$ cat src/rtl/sfp_cfg.svh
// constants of the serial flash protection block
`ifndef SFP_CFG_SVH
`define SFP_CFG_SVH
// command codes
`define SFP_CMD_WRITE_ENABLE_CMD_CODE    8'h06
`define SFP_CMD_WRDI_CODE    8'h04
`define SFP_CMD_WRSR_CODE    8'h01
`define SFP_CMD_PP_CODE      8'h02
`define SFP_CMD_SE_CODE      8'h20
`define SFP_CMD_CE_CODE      8'h60
`define SFP_CMD_DPD_CODE     8'hB9
`define SFP_CMD_ENTER_CODE   8'hB1
`define SFP_CMD_EXIT_CODE    8'hC1
`define SFP_CMD_LOCK_CODE    8'h2F
// frame lengths in bytes
`define SFP_LEN_SHORT        10'h001
`define SFP_LEN_STATUS       10'h002
`define SFP_LEN_ERASE        10'h004
`define SFP_LEN_PROG_MIN     10'h005
`define SFP_DATA_MAX         9'h100
// status byte field positions
`define SFP_SR_STATUS_WRITE_DISABLE_BIT_POS      7
`define SFP_SR_TB_POS        6
`define SFP_SR_BP_HI         5
`define SFP_SR_BP_LO         2
// secured area: 1K bytes, two 4096-bit halves
`define SFP_OTP_CUST_BASE    10'h000
`define SFP_OTP_CUST_LAST    10'h1FF
`define SFP_OTP_FACT_BASE    10'h200
`define SFP_OTP_FACT_LAST    10'h3FF
`define SFP_OTP_HALF_POS     9
// reset values
`define SFP_RST_BP           4'h0
`define SFP_RST_STATUS_WRITE_DISABLE_BIT         1'b0
`define SFP_RST_TB           1'b0
`endif

$ cat src/rtl/sfp_pkg.sv
// types of the serial flash protection block
package sfp_pkg;
    typedef enum logic [1:0] {
        SFP_OP_PROGRAM = 2'h0,
        SFP_OP_SECTOR  = 2'h1,
        SFP_OP_CHIP    = 2'h2,
        SFP_OP_LOCK    = 2'h3
    } sfp_op_kind_type;

    typedef struct packed {
        sfp_op_kind_type kind;
        logic            to_otp;
        logic [23:0]     addr;
        logic [8:0]      count;
    } sfp_op_type;

    typedef struct packed {
        logic       status_write_disable_bit;
        logic       top_bottom_select_bit;
        logic [3:0] block_protect_field;
        logic       write_enable_latch;
    } sfp_status_type;

    typedef enum logic [3:0] {
        SFP_ST_IDLE    = 4'h1,
        SFP_ST_ACTIVE  = 4'h2,
        SFP_ST_DISCARD = 4'h4,
        SFP_ST_SLEEP   = 4'h8
    } sfp_state_type;
endpackage : sfp_pkg

$ cat src/rtl/sfp_top.sv
// serial flash command check, write protection and secured area control
// Summary of operation
// - power-up reset puts command logic in standby
// - act only on whole bytes ending on boundary
// - data changes need write enable latch set
// - deep power-down ignores writes, wakes at end of next frame
// - change array only after complete valid sequence
// - any nonzero protect level locks whole block
// - top/bottom bit never changes protection outcome
// - protect pin guards protect and disable bits
// - four-line mode disables hardware protected mode
// - chip erase only when protect field zero
// - protect pin doubles as data line two
// - pause pin holds link, doubles data three
// - secured area is two 4K-bit rows
// - customer half low, factory half high
// - security bit zero shows factory lock
// - lock command sets customer lock bit one
// - secured mode routes programming to secured area
// - locked secured half never changes again
// - secured mode forbids main array access
`include "sfp_cfg.svh"
`timescale 1ns/1ps
module sfp_top (
    // clock and reset
    input  wire logic                   clk_sys,
    input  wire logic                   rst_b,
    // serial link pins
    input  wire logic                   sclk,
    input  wire logic                   cs_n,
    input  wire logic                   data0_in,
    input  wire logic                   write_protect_n_or_data2_in,
    output logic                        write_protect_n_or_data2_out,
    output logic                        write_protect_n_or_data2_oe_n,
    input  wire logic                   pause_n_or_data3_in,
    output logic                        pause_n_or_data3_out,
    output logic                        pause_n_or_data3_oe_n,
    // configuration, fuses and array busy
    input  wire logic                   quad_enable,
    input  wire logic                   factory_lock_fuse,
    input  wire logic                   customer_lock_fuse,
    input  wire logic                   array_busy,
    // operation request to the array
    output logic                        op_valid,
    output sfp_pkg::sfp_op_type         op,
    input  wire logic [7:0]             page_rd_index,
    output logic [7:0]                  page_rd_data,
    // status
    output sfp_pkg::sfp_status_type     status,
    output logic [1:0]                  security_reg,
    output logic                        secured_mode,
    output logic                        deep_power_down,
    output logic                        software_protected_mode,
    output logic                        hardware_protected_mode
);
    logic [4:0]              lvl;
    logic                    s_sclk;
    logic                    s_cs_n;
    logic                    s_io0;
    logic                    s_wp_n;
    logic                    s_pause_n;
    logic                    sclk_q;
    logic                    cs_q;
    logic                    paused;
    sfp_pkg::sfp_state_type  state;
    logic [7:0]              shreg;
    logic [2:0]              bitcnt;
    logic [9:0]              bytecnt;
    logic [7:0]              opcode;
    logic [23:0]             addr;
    logic [7:0]              wr_status;
    logic [8:0]              datacnt;
    logic [7:0]              page_buf [0:255];
    logic                    customer_lock;
    logic                    sclk_rise;
    logic                    cs_fall;
    logic                    cs_rise;
    logic                    byte_done;
    logic [7:0]              next_byte;
    logic                    frame_end;
    logic                    len_ok;
    logic                    accept;
    logic                    protect;

    function automatic logic is_write_op(input logic [7:0] code);
        is_write_op = (code == `SFP_CMD_WRSR_CODE) || (code == `SFP_CMD_PP_CODE) ||
                      (code == `SFP_CMD_SE_CODE) || (code == `SFP_CMD_CE_CODE) ||
                      (code == `SFP_CMD_LOCK_CODE);
    endfunction : is_write_op

    // upper address bit of the secured window picks the half
    function automatic logic half_locked(input logic [23:0] a, input logic fl, input logic cl);
        half_locked = a[`SFP_OTP_HALF_POS] ? fl : cl;
    endfunction : half_locked

    sfp_sync #(
        .WIDTH (5)
    ) u_sync (
        .clk_sys (clk_sys),
        .rst_b   (rst_b),
        .pin     ({sclk, cs_n, data0_in, write_protect_n_or_data2_in, pause_n_or_data3_in}),
        .level   (lvl)
    );
    assign {s_sclk, s_cs_n, s_io0, s_wp_n, s_pause_n} = lvl;

    // never drives the shared pins: read paths live elsewhere
    assign write_protect_n_or_data2_out  = 1'b0;
    assign write_protect_n_or_data2_oe_n = 1'b1;
    assign pause_n_or_data3_out          = 1'b0;
    assign pause_n_or_data3_oe_n         = 1'b1;

    always_ff @(posedge clk_sys or negedge rst_b) begin
        if (!rst_b) begin
            // matches the synchroniser's reset level, so no false edge follows reset
            sclk_q <= 1'b1;
            cs_q   <= 1'b1;
        end else begin
            sclk_q <= s_sclk;
            cs_q   <= s_cs_n;
        end
    end

    assign sclk_rise = s_sclk & ~sclk_q & ~s_cs_n & ~paused;
    assign cs_fall   = cs_q & ~s_cs_n;
    assign cs_rise   = ~cs_q & s_cs_n;

    // pause only starts or ends while the clock is low, also ends on deselect; off in four-line mode
    always_ff @(posedge clk_sys or negedge rst_b) begin
        if (!rst_b) begin
            paused <= 1'b0;
        end else if (quad_enable || s_cs_n) begin
            paused <= 1'b0;
        end else if (!s_sclk) begin
            paused <= ~s_pause_n;
        end
    end

    assign byte_done = (state == sfp_pkg::SFP_ST_ACTIVE) && sclk_rise && (bitcnt == 3'h7);
    assign next_byte = {shreg[6:0], s_io0};
    assign frame_end = (state == sfp_pkg::SFP_ST_ACTIVE) && cs_rise;

    // standby after power-up; busy array turns the whole frame away
    always_ff @(posedge clk_sys or negedge rst_b) begin
        if (!rst_b) begin
            state <= sfp_pkg::SFP_ST_IDLE;
        end else begin
            unique case (state)
                sfp_pkg::SFP_ST_IDLE: begin
                    if (cs_fall) begin
                        state <= array_busy ? sfp_pkg::SFP_ST_DISCARD : sfp_pkg::SFP_ST_ACTIVE;
                    end
                end
                sfp_pkg::SFP_ST_ACTIVE: begin
                    if (cs_rise) begin
                        state <= (accept && opcode == `SFP_CMD_DPD_CODE) ?
                                 sfp_pkg::SFP_ST_SLEEP : sfp_pkg::SFP_ST_IDLE;
                    end
                end
                sfp_pkg::SFP_ST_DISCARD: begin
                    if (cs_rise) begin
                        state <= sfp_pkg::SFP_ST_IDLE;
                    end
                end
                sfp_pkg::SFP_ST_SLEEP: begin
                    if (cs_rise) begin
                        state <= sfp_pkg::SFP_ST_IDLE;
                    end
                end
            endcase
        end
    end

    // serial shift, single-line command phase
    always_ff @(posedge clk_sys or negedge rst_b) begin
        if (!rst_b) begin
            shreg   <= 8'h00;
            bitcnt  <= 3'h0;
            bytecnt <= 10'h000;
        end else if (cs_fall) begin
            bitcnt  <= 3'h0;
            bytecnt <= 10'h000;
        end else if (state == sfp_pkg::SFP_ST_ACTIVE && sclk_rise) begin
            shreg  <= next_byte;
            bitcnt <= bitcnt + 3'h1;
            if (byte_done && bytecnt != 10'h3FF) begin
                bytecnt <= bytecnt + 10'h001;
            end
        end
    end

    always_ff @(posedge clk_sys or negedge rst_b) begin
        if (!rst_b) begin
            opcode    <= 8'h00;
            addr      <= 24'h00_0000;
            wr_status <= 8'h00;
            datacnt   <= 9'h000;
        end else if (cs_fall) begin
            datacnt <= 9'h000;
        end else if (byte_done) begin
            unique case (bytecnt)
                10'h000: opcode <= next_byte;
                10'h001: begin
                    addr[23:16] <= next_byte;
                    wr_status   <= next_byte;
                end
                10'h002: addr[15:8] <= next_byte;
                10'h003: addr[7:0]  <= next_byte;
                default: begin
                    if (datacnt != `SFP_DATA_MAX) begin
                        datacnt <= datacnt + 9'h001;
                    end
                end
            endcase
        end
    end

    // data bytes are only buffered; nothing reaches the array before the frame closes
    always_ff @(posedge clk_sys) begin
        if (byte_done && bytecnt >= 10'h004) begin
            page_buf[addr[7:0] + datacnt[7:0]] <= next_byte;
        end
        page_rd_data <= page_buf[page_rd_index];
    end

    assign protect = |status.block_protect_field;
    assign software_protected_mode = protect;
    // the protect pin is a data line in four-line mode
    assign hardware_protected_mode = status.status_write_disable_bit &
                                     ~quad_enable & ~s_wp_n;

    always_comb begin
        unique case (opcode)
            `SFP_CMD_WRSR_CODE: len_ok = (bytecnt == `SFP_LEN_STATUS);
            `SFP_CMD_SE_CODE:   len_ok = (bytecnt == `SFP_LEN_ERASE);
            `SFP_CMD_PP_CODE:   len_ok = (bytecnt >= `SFP_LEN_PROG_MIN);
            default:            len_ok = (bytecnt == `SFP_LEN_SHORT);
        endcase
        accept = (bitcnt == 3'h0) && len_ok && (!is_write_op(opcode) ||
                 status.write_enable_latch);
        unique case (opcode)
            `SFP_CMD_PP_CODE:   accept = accept && (secured_mode ?
                                !half_locked(addr, factory_lock_fuse, customer_lock) :
                                !protect);
            `SFP_CMD_SE_CODE:   accept = accept && !secured_mode && !protect;
            `SFP_CMD_CE_CODE:   accept = accept && !secured_mode &&
                                (status.block_protect_field == 4'h0);
            `SFP_CMD_WRSR_CODE: accept = accept && !hardware_protected_mode;
            default:            accept = accept;
        endcase
    end

    // status byte and write enable latch
    always_ff @(posedge clk_sys or negedge rst_b) begin
        if (!rst_b) begin
            status.write_enable_latch       <= 1'b0;
            status.block_protect_field      <= `SFP_RST_BP;
            status.status_write_disable_bit <= `SFP_RST_STATUS_WRITE_DISABLE_BIT;
            status.top_bottom_select_bit    <= `SFP_RST_TB;
        end else if (frame_end && accept) begin
            if (opcode == `SFP_CMD_WRITE_ENABLE_CMD_CODE) begin
                status.write_enable_latch <= 1'b1;
            end else if (opcode == `SFP_CMD_WRDI_CODE || is_write_op(opcode)) begin
                status.write_enable_latch <= 1'b0;
            end
            if (opcode == `SFP_CMD_WRSR_CODE) begin
                status.block_protect_field      <= wr_status[`SFP_SR_BP_HI:`SFP_SR_BP_LO];
                status.status_write_disable_bit <= wr_status[`SFP_SR_STATUS_WRITE_DISABLE_BIT_POS];
                status.top_bottom_select_bit    <= wr_status[`SFP_SR_TB_POS];
            end
        end
    end

    // secured mode and customer lock; the lock fuse is permanent storage
    always_ff @(posedge clk_sys or negedge rst_b) begin
        if (!rst_b) begin
            secured_mode  <= 1'b0;
            customer_lock <= 1'b0;
        end else begin
            if (frame_end && accept && opcode == `SFP_CMD_ENTER_CODE) begin
                secured_mode <= 1'b1;
            end else if (frame_end && accept && opcode == `SFP_CMD_EXIT_CODE) begin
                secured_mode <= 1'b0;
            end
            if (customer_lock_fuse || (frame_end && accept && opcode == `SFP_CMD_LOCK_CODE)) begin
                customer_lock <= 1'b1;
            end
        end
    end

    assign security_reg    = {customer_lock, factory_lock_fuse};
    assign deep_power_down = (state == sfp_pkg::SFP_ST_SLEEP);

    // array requests, one pulse per accepted program, erase or lock frame
    always_ff @(posedge clk_sys or negedge rst_b) begin
        if (!rst_b) begin
            op_valid <= 1'b0;
            op       <= '0;
        end else begin
            op_valid <= 1'b0;
            if (frame_end && accept && is_write_op(opcode) &&
                opcode != `SFP_CMD_WRSR_CODE) begin
                op_valid  <= 1'b1;
                op.to_otp <= secured_mode;
                op.addr   <= addr;
                op.count  <= datacnt;
                unique case (opcode)
                    `SFP_CMD_PP_CODE: op.kind <= sfp_pkg::SFP_OP_PROGRAM;
                    `SFP_CMD_SE_CODE: op.kind <= sfp_pkg::SFP_OP_SECTOR;
                    `SFP_CMD_CE_CODE: op.kind <= sfp_pkg::SFP_OP_CHIP;
                    default:          op.kind <= sfp_pkg::SFP_OP_LOCK;
                endcase
            end
        end
    end
endmodule : sfp_top

$ cat src/rtl/sfp_sync.sv
// two-flop synchroniser bank for pin inputs
`timescale 1ns/1ps
module sfp_sync #(
    parameter int WIDTH = 5
) (
    // clock and reset
    input  wire logic             clk_sys,
    input  wire logic             rst_b,
    // pins and synchronised levels
    input  wire logic [WIDTH-1:0] pin,
    output logic      [WIDTH-1:0] level
);
    logic [WIDTH-1:0] stage;

    genvar i;
    generate
        for (i = 0; i < WIDTH; i++) begin : g_bit
            always_ff @(posedge clk_sys or negedge rst_b) begin
                if (!rst_b) begin
                    stage[i] <= 1'b1;
                    level[i] <= 1'b1;
                end else begin
                    stage[i] <= pin[i];
                    level[i] <= stage[i];
                end
            end
        end
    endgenerate
endmodule : sfp_sync

$ cat config.mk
export PLATFORM = sky130hd
export DESIGN_NAME = sfp_top
export DESIGN_NICKNAME = d
export VERILOG_FILES = /design/src/rtl/sfp_pkg.sv /design/src/rtl/sfp_top.sv /design/src/rtl/sfp_sync.sv
export VERILOG_INCLUDE_DIRS = /design/src /design/src/rtl
export SDC_FILE = /design/constraint.sdc
export NUM_CORES = 2
export LEC_CHECK = 0
export ABC_AREA = 1
export BUFFER_PORTS_ARGS = -buffer_cell sky130_fd_sc_hd__buf_2
export CORE_MARGIN = 2
export CORE_UTILIZATION = 50
export CTS_CLUSTER_DIAMETER = 200
export DETAILED_ROUTE_END_ITERATION = 10
export PLACE_DENSITY_LB_ADDON = 0.15
export SYNTH_ARGS = -nofsm -noshare
export SYNTH_HDL_FRONTEND = slang
export SYNTH_SLANG_ARGS = --single-unit
export TNS_END_PERCENT = 10
$ cat constraint.sdc
create_clock -name clk_sys -period 6.8 [get_ports clk_sys]
set_input_delay 1.36 -clock clk_sys [delete_from_list [all_inputs] [get_ports clk_sys]]
set_output_delay 1.36 -clock clk_sys [all_outputs]
set_load 0.02 [all_outputs]
==> impl_metrics.py <==
metrics = {
    "yosys": {
        "synth-async-reset-ratio": 0.0569,
        "ys_seq_elements": 2180,
        "synth.avg_cell_area_um2": 11.6,
        "netlist_instances": 7663,
        "synth_top_area_frac": 0.693,
        "synth.yosys.warnings": 0,
        "synth-edff-count": 2048,
        "synthDistinctLibCells": 44,
        "yosys-top-cells-area": "sky130_fd_sc_hd__edfxtp_1, sky130_fd_sc_hd__nand3_1, sky130_fd_sc_hd__nand2_1",
        "synth_seq_area_share": 0.730,
        "post_synth_instance_area_mm2": 0.0888,
        "ys_dominant_reg_cell": "sky130_fd_sc_hd__edfxtp_1",
        "synth_largest_area_cell": "sky130_fd_sc_hd__edfxtp_1",
    },
    "critical_path": {
        "worstSetupStartpoint": "datacnt[0]",
        "worst_ep_arrival_time_ps": 4900,
        "worst-path-max-fanout": 16,
        "critical_path_class": "reg2reg",
        "startpoint_type": "flip-flop",
        "worst_setup_path_end_kind": "flip-flop",
        "timing.reg2reg.setup_slack_ps": 2380,
        "reg2reg_from": "datacnt[0]",
        "critical_path.reg2reg.endpoint": "page_buf[246][6]",
        "crit_required_ps": 7280,
        "worstRegToRegCells": 10,
    },
    "clock_network": {
        "post_cts_buffers": 0,
        "cts_buffers": 217,
        "cts.root.buffer_cell": "sky130_fd_sc_hd__clkbuf_16",
        "clock_tree_from_tritoncts": "built",
        "clk_pin_slew_ps": 60,
        "cts_num_sinks": 2180,
        "clk-insertion-delay-late_ps": 850,
        "postCtsHoldBufs": 0,
        "htree_levels": 4,
        "post_cts_resized": 0,
        "cts-root-to-sink-buffers": 3,
    },
    "die": {
        "initial_standard_cell_utilization_of_the_core": 0.503,
        "placeableCoreArea_mm2": 0.176,
        "floorplan.die.width_um": 425,
        "i_o_pin_count": 81,
        "die_height_um": 425,
        "die_area_mm2": 0.181,
        "rows": 154,
    },
    "detailed_routing": {
        "dr_total_vias": 58496,
        "drc": 0,
        "drt_pass1_iterations": 6,
        "postRouteAntennaNets": 0,
        "wirelength_mm": 245,
        "detailroute.wirelength.met2_mm": 113,
        "maxUsedRoutingLayer": "met5",
        "total_routed_wire_length_on_the_met1_layer_mm": 103,
        "avgViaCountPerCell": 5.81,
        "detail_route.iter0.violations": 7287,
        "met3RoutedLength_mm": 21.0,
        "avgRoutedWirePerCell_um": 24.3,
    },
    "power": {
        "cellPowerDensity_mw_per_mm2": 288,
        "totalPowerFinal_mw": 28.3,
        "total_leakage_power_nw": 35.4,
        "vdd.ir_drop.worst_v": 0.000297,
    },
    "sta": {
        "worst_slew_pin_slew_ps": 1430,
        "maxClockFrequency_ghz": 0.226,
        "final-max-slew-violation-count": 0,
        "clock-skew-final_ps": 25.4,
        "finalSetupTns_ps": 0,
        "finalWorstPathRequiredPeriod_ps": 4420,
        "final-hold-violation-count": 0,
        "rsz0062_at_grt": "false",
        "finalSetupViolCount": 0,
        "setup_slack_ps": 2380,
        "layout_worst_path_cycle_share": 0.650,
        "max-slew-margin-rel": 0.0457,
    },
    "global_routing": {
        "globalRoute.totalOverflow": 0,
        "maximum_number_of_pins_on_one_net_before_global_route_repair": 208,
        "grt_antenna_before_repair": 7,
        "number_of_global_route_vias_before_repair": 55842,
        "grt_use_total": 0.269,
        "grt_pass1_wl_mm": 363,
    },
    "final_layout": {
        "final.fill_count": 14589,
        "layout-area-overhead-vs-synth_pct": 10.4,
        "utilization": 0.556,
        "proportion_of_layout_cells_with_a_drive_suffix_above_1": 0.0700,
        "nNetsFinal": 7581,
        "multiInputGateArea_mm2": 0.0215,
        "area.sequential_mm2": 0.0648,
        "post-route-cell-area_mm2": 0.0980,
    },
    "hold_path": {
        "worst_hold_path.endpoint": "u_sync.level[3]",
        "hp-class": "reg2reg",
        "hold_path_depth": 0,
        "hp-start": "u_sync.stage[3]",
    },
    "placement": {
        "placement.io_buffers": 76,
        "place_ws_ps": 2040,
        "instance_area_at_placement_mm2": 0.0912,
        "placed_wire_length_estimate_mm": 134,
        "globalplace.congestion": 0.864,
    },
    "job": {
        "max_capacitance_violation_total": 0,
    },
    "status": {
        "outcome": "completed",
    },
}
per-stage QoR:
stage / std cells / hold WS, ps
CTS: 10071 / 356
detailed placement: 9665 / 347
global route: 10072 / 359
floorplan: 7665 / 345
finish: 10076 / 355
global placement: 9665 / 346
worst max-delay path, stage by stage, from the launching register on:
cell	delay, ps
sky130_fd_sc_hd__dfrtp_1	430
sky130_fd_sc_hd__ha_1	230
sky130_fd_sc_hd__fa_1	410
sky130_fd_sc_hd__nand3_1	90
sky130_fd_sc_hd__nand2_1	100
sky130_fd_sc_hd__a21oi_1	140
sky130_fd_sc_hd__o21bai_1	90
sky130_fd_sc_hd__xor2_1	210
sky130_fd_sc_hd__nor2_1	750
sky130_fd_sc_hd__nand2_1	700
sky130_fd_sc_hd__nor2_1	880
layout by cell type (no fill, tap or decap), types with 57 or more instances in the layout:
| cell | count |
|---|---|
| sky130_fd_sc_hd__nor2_1 | 330 |
| sky130_fd_sc_hd__nand2_1 | 2253 |
| sky130_fd_sc_hd__clkbuf_16 | 226 |
| sky130_fd_sc_hd__inv_1 | 102 |
| sky130_fd_sc_hd__o21ai_0 | 85 |
| sky130_fd_sc_hd__buf_2 | 71 |
| sky130_fd_sc_hd__buf_4 | 57 |
| sky130_fd_sc_hd__edfxtp_1 | 2048 |
| sky130_fd_sc_hd__clkinv_1 | 65 |
| sky130_fd_sc_hd__nand3_1 | 2003 |
| sky130_fd_sc_hd__dfrtp_1 | 104 |
cells in the mapped netlist, types with 17 or more instances:
cell type                  instances
sky130_fd_sc_hd__nand2_1        2269
sky130_fd_sc_hd__edfxtp_1       2048
sky130_fd_sc_hd__nand3_1        2003
sky130_fd_sc_hd__nor2_1          330
sky130_fd_sc_hd__clkbuf_1        301
sky130_fd_sc_hd__buf_2           147
sky130_fd_sc_hd__dfrtp_1         111
sky130_fd_sc_hd__inv_1           105
sky130_fd_sc_hd__o21ai_0          85
sky130_fd_sc_hd__buf_1            47
sky130_fd_sc_hd__a21oi_1          30
sky130_fd_sc_hd__o21ai_1          22
sky130_fd_sc_hd__ha_1             17
layer usage:
layer	vias up	global-route usage
li1	26789	-
met1	28742	0.385
met2	2568	0.417
met3	393	0.0474
met4	4	0.0929
met5	-	0
how the worst max path moves through the flow:
| stage | end | slack, ps | depth (start not counted) |
|---|---|---|---|
| after floorplan | page_buf[0][1] | 2800 | 0 |
| after global placement | page_rd_data[3] | 2000 | 13 |
| after detailed placement | page_rd_data[1] | 2040 | 13 |
| after CTS | page_buf[255][0] | 2460 | 10 |
| after global routing | page_buf[233][0] | 2270 | 10 |
| final | page_buf[246][6] | 2380 | 10 |
sequential cells by signal (all words and copies together), names as in the netlist, 8 cells and up:
register / flops
datacnt: 9
wr_status: 8
opcode: 8
bytecnt: 10
addr: 16
op: 36
page_buf: 2048
page_rd_data: 8
power breakdown:
part | leakage, nW | switching, mW | internal, mW
Sequential | 21.0 | 0.0965 | 14.8
Clock | 3.35 | 5.06 | 6.58
Combinational | 11.1 | 1.30 | 0.373
Total | 35.4 | 6.45 | 21.8
cell type report:
cell class                      count  share of cell area
Multi-Input combinational cell   4864               0.219
Clock inverter                    136              0.0105
Antenna cell                        5            0.000128
Inverter                          118             0.00477
Timing Repair Buffer              163              0.0150
Tap cell                         2340              0.0299
Sequential cell                  2180               0.661
Clock buffer                      270              0.0595
cells by family (layout without fill, tap and decap cells):
| group | count (synthesis) | count (layout) | synth area share |
|---|---|---|---|
| and+or+nand+nor | 4672 | 4672 | 0.228 |
| xor gates and xnor gates | 13 | 13 | 0.00128 |
| other | 2 | 9 | 0.0000846 |
| adders and majority gates | 18 | 18 | 0.00262 |
| AOI/OAI and AO/OA | 157 | 157 | 0.00933 |
| buffers and inverters | 621 | 687 | 0.0287 |
| DFF | 2180 | 2180 | 0.730 |
No activity file was read; power rests on OpenSTA's default activity.
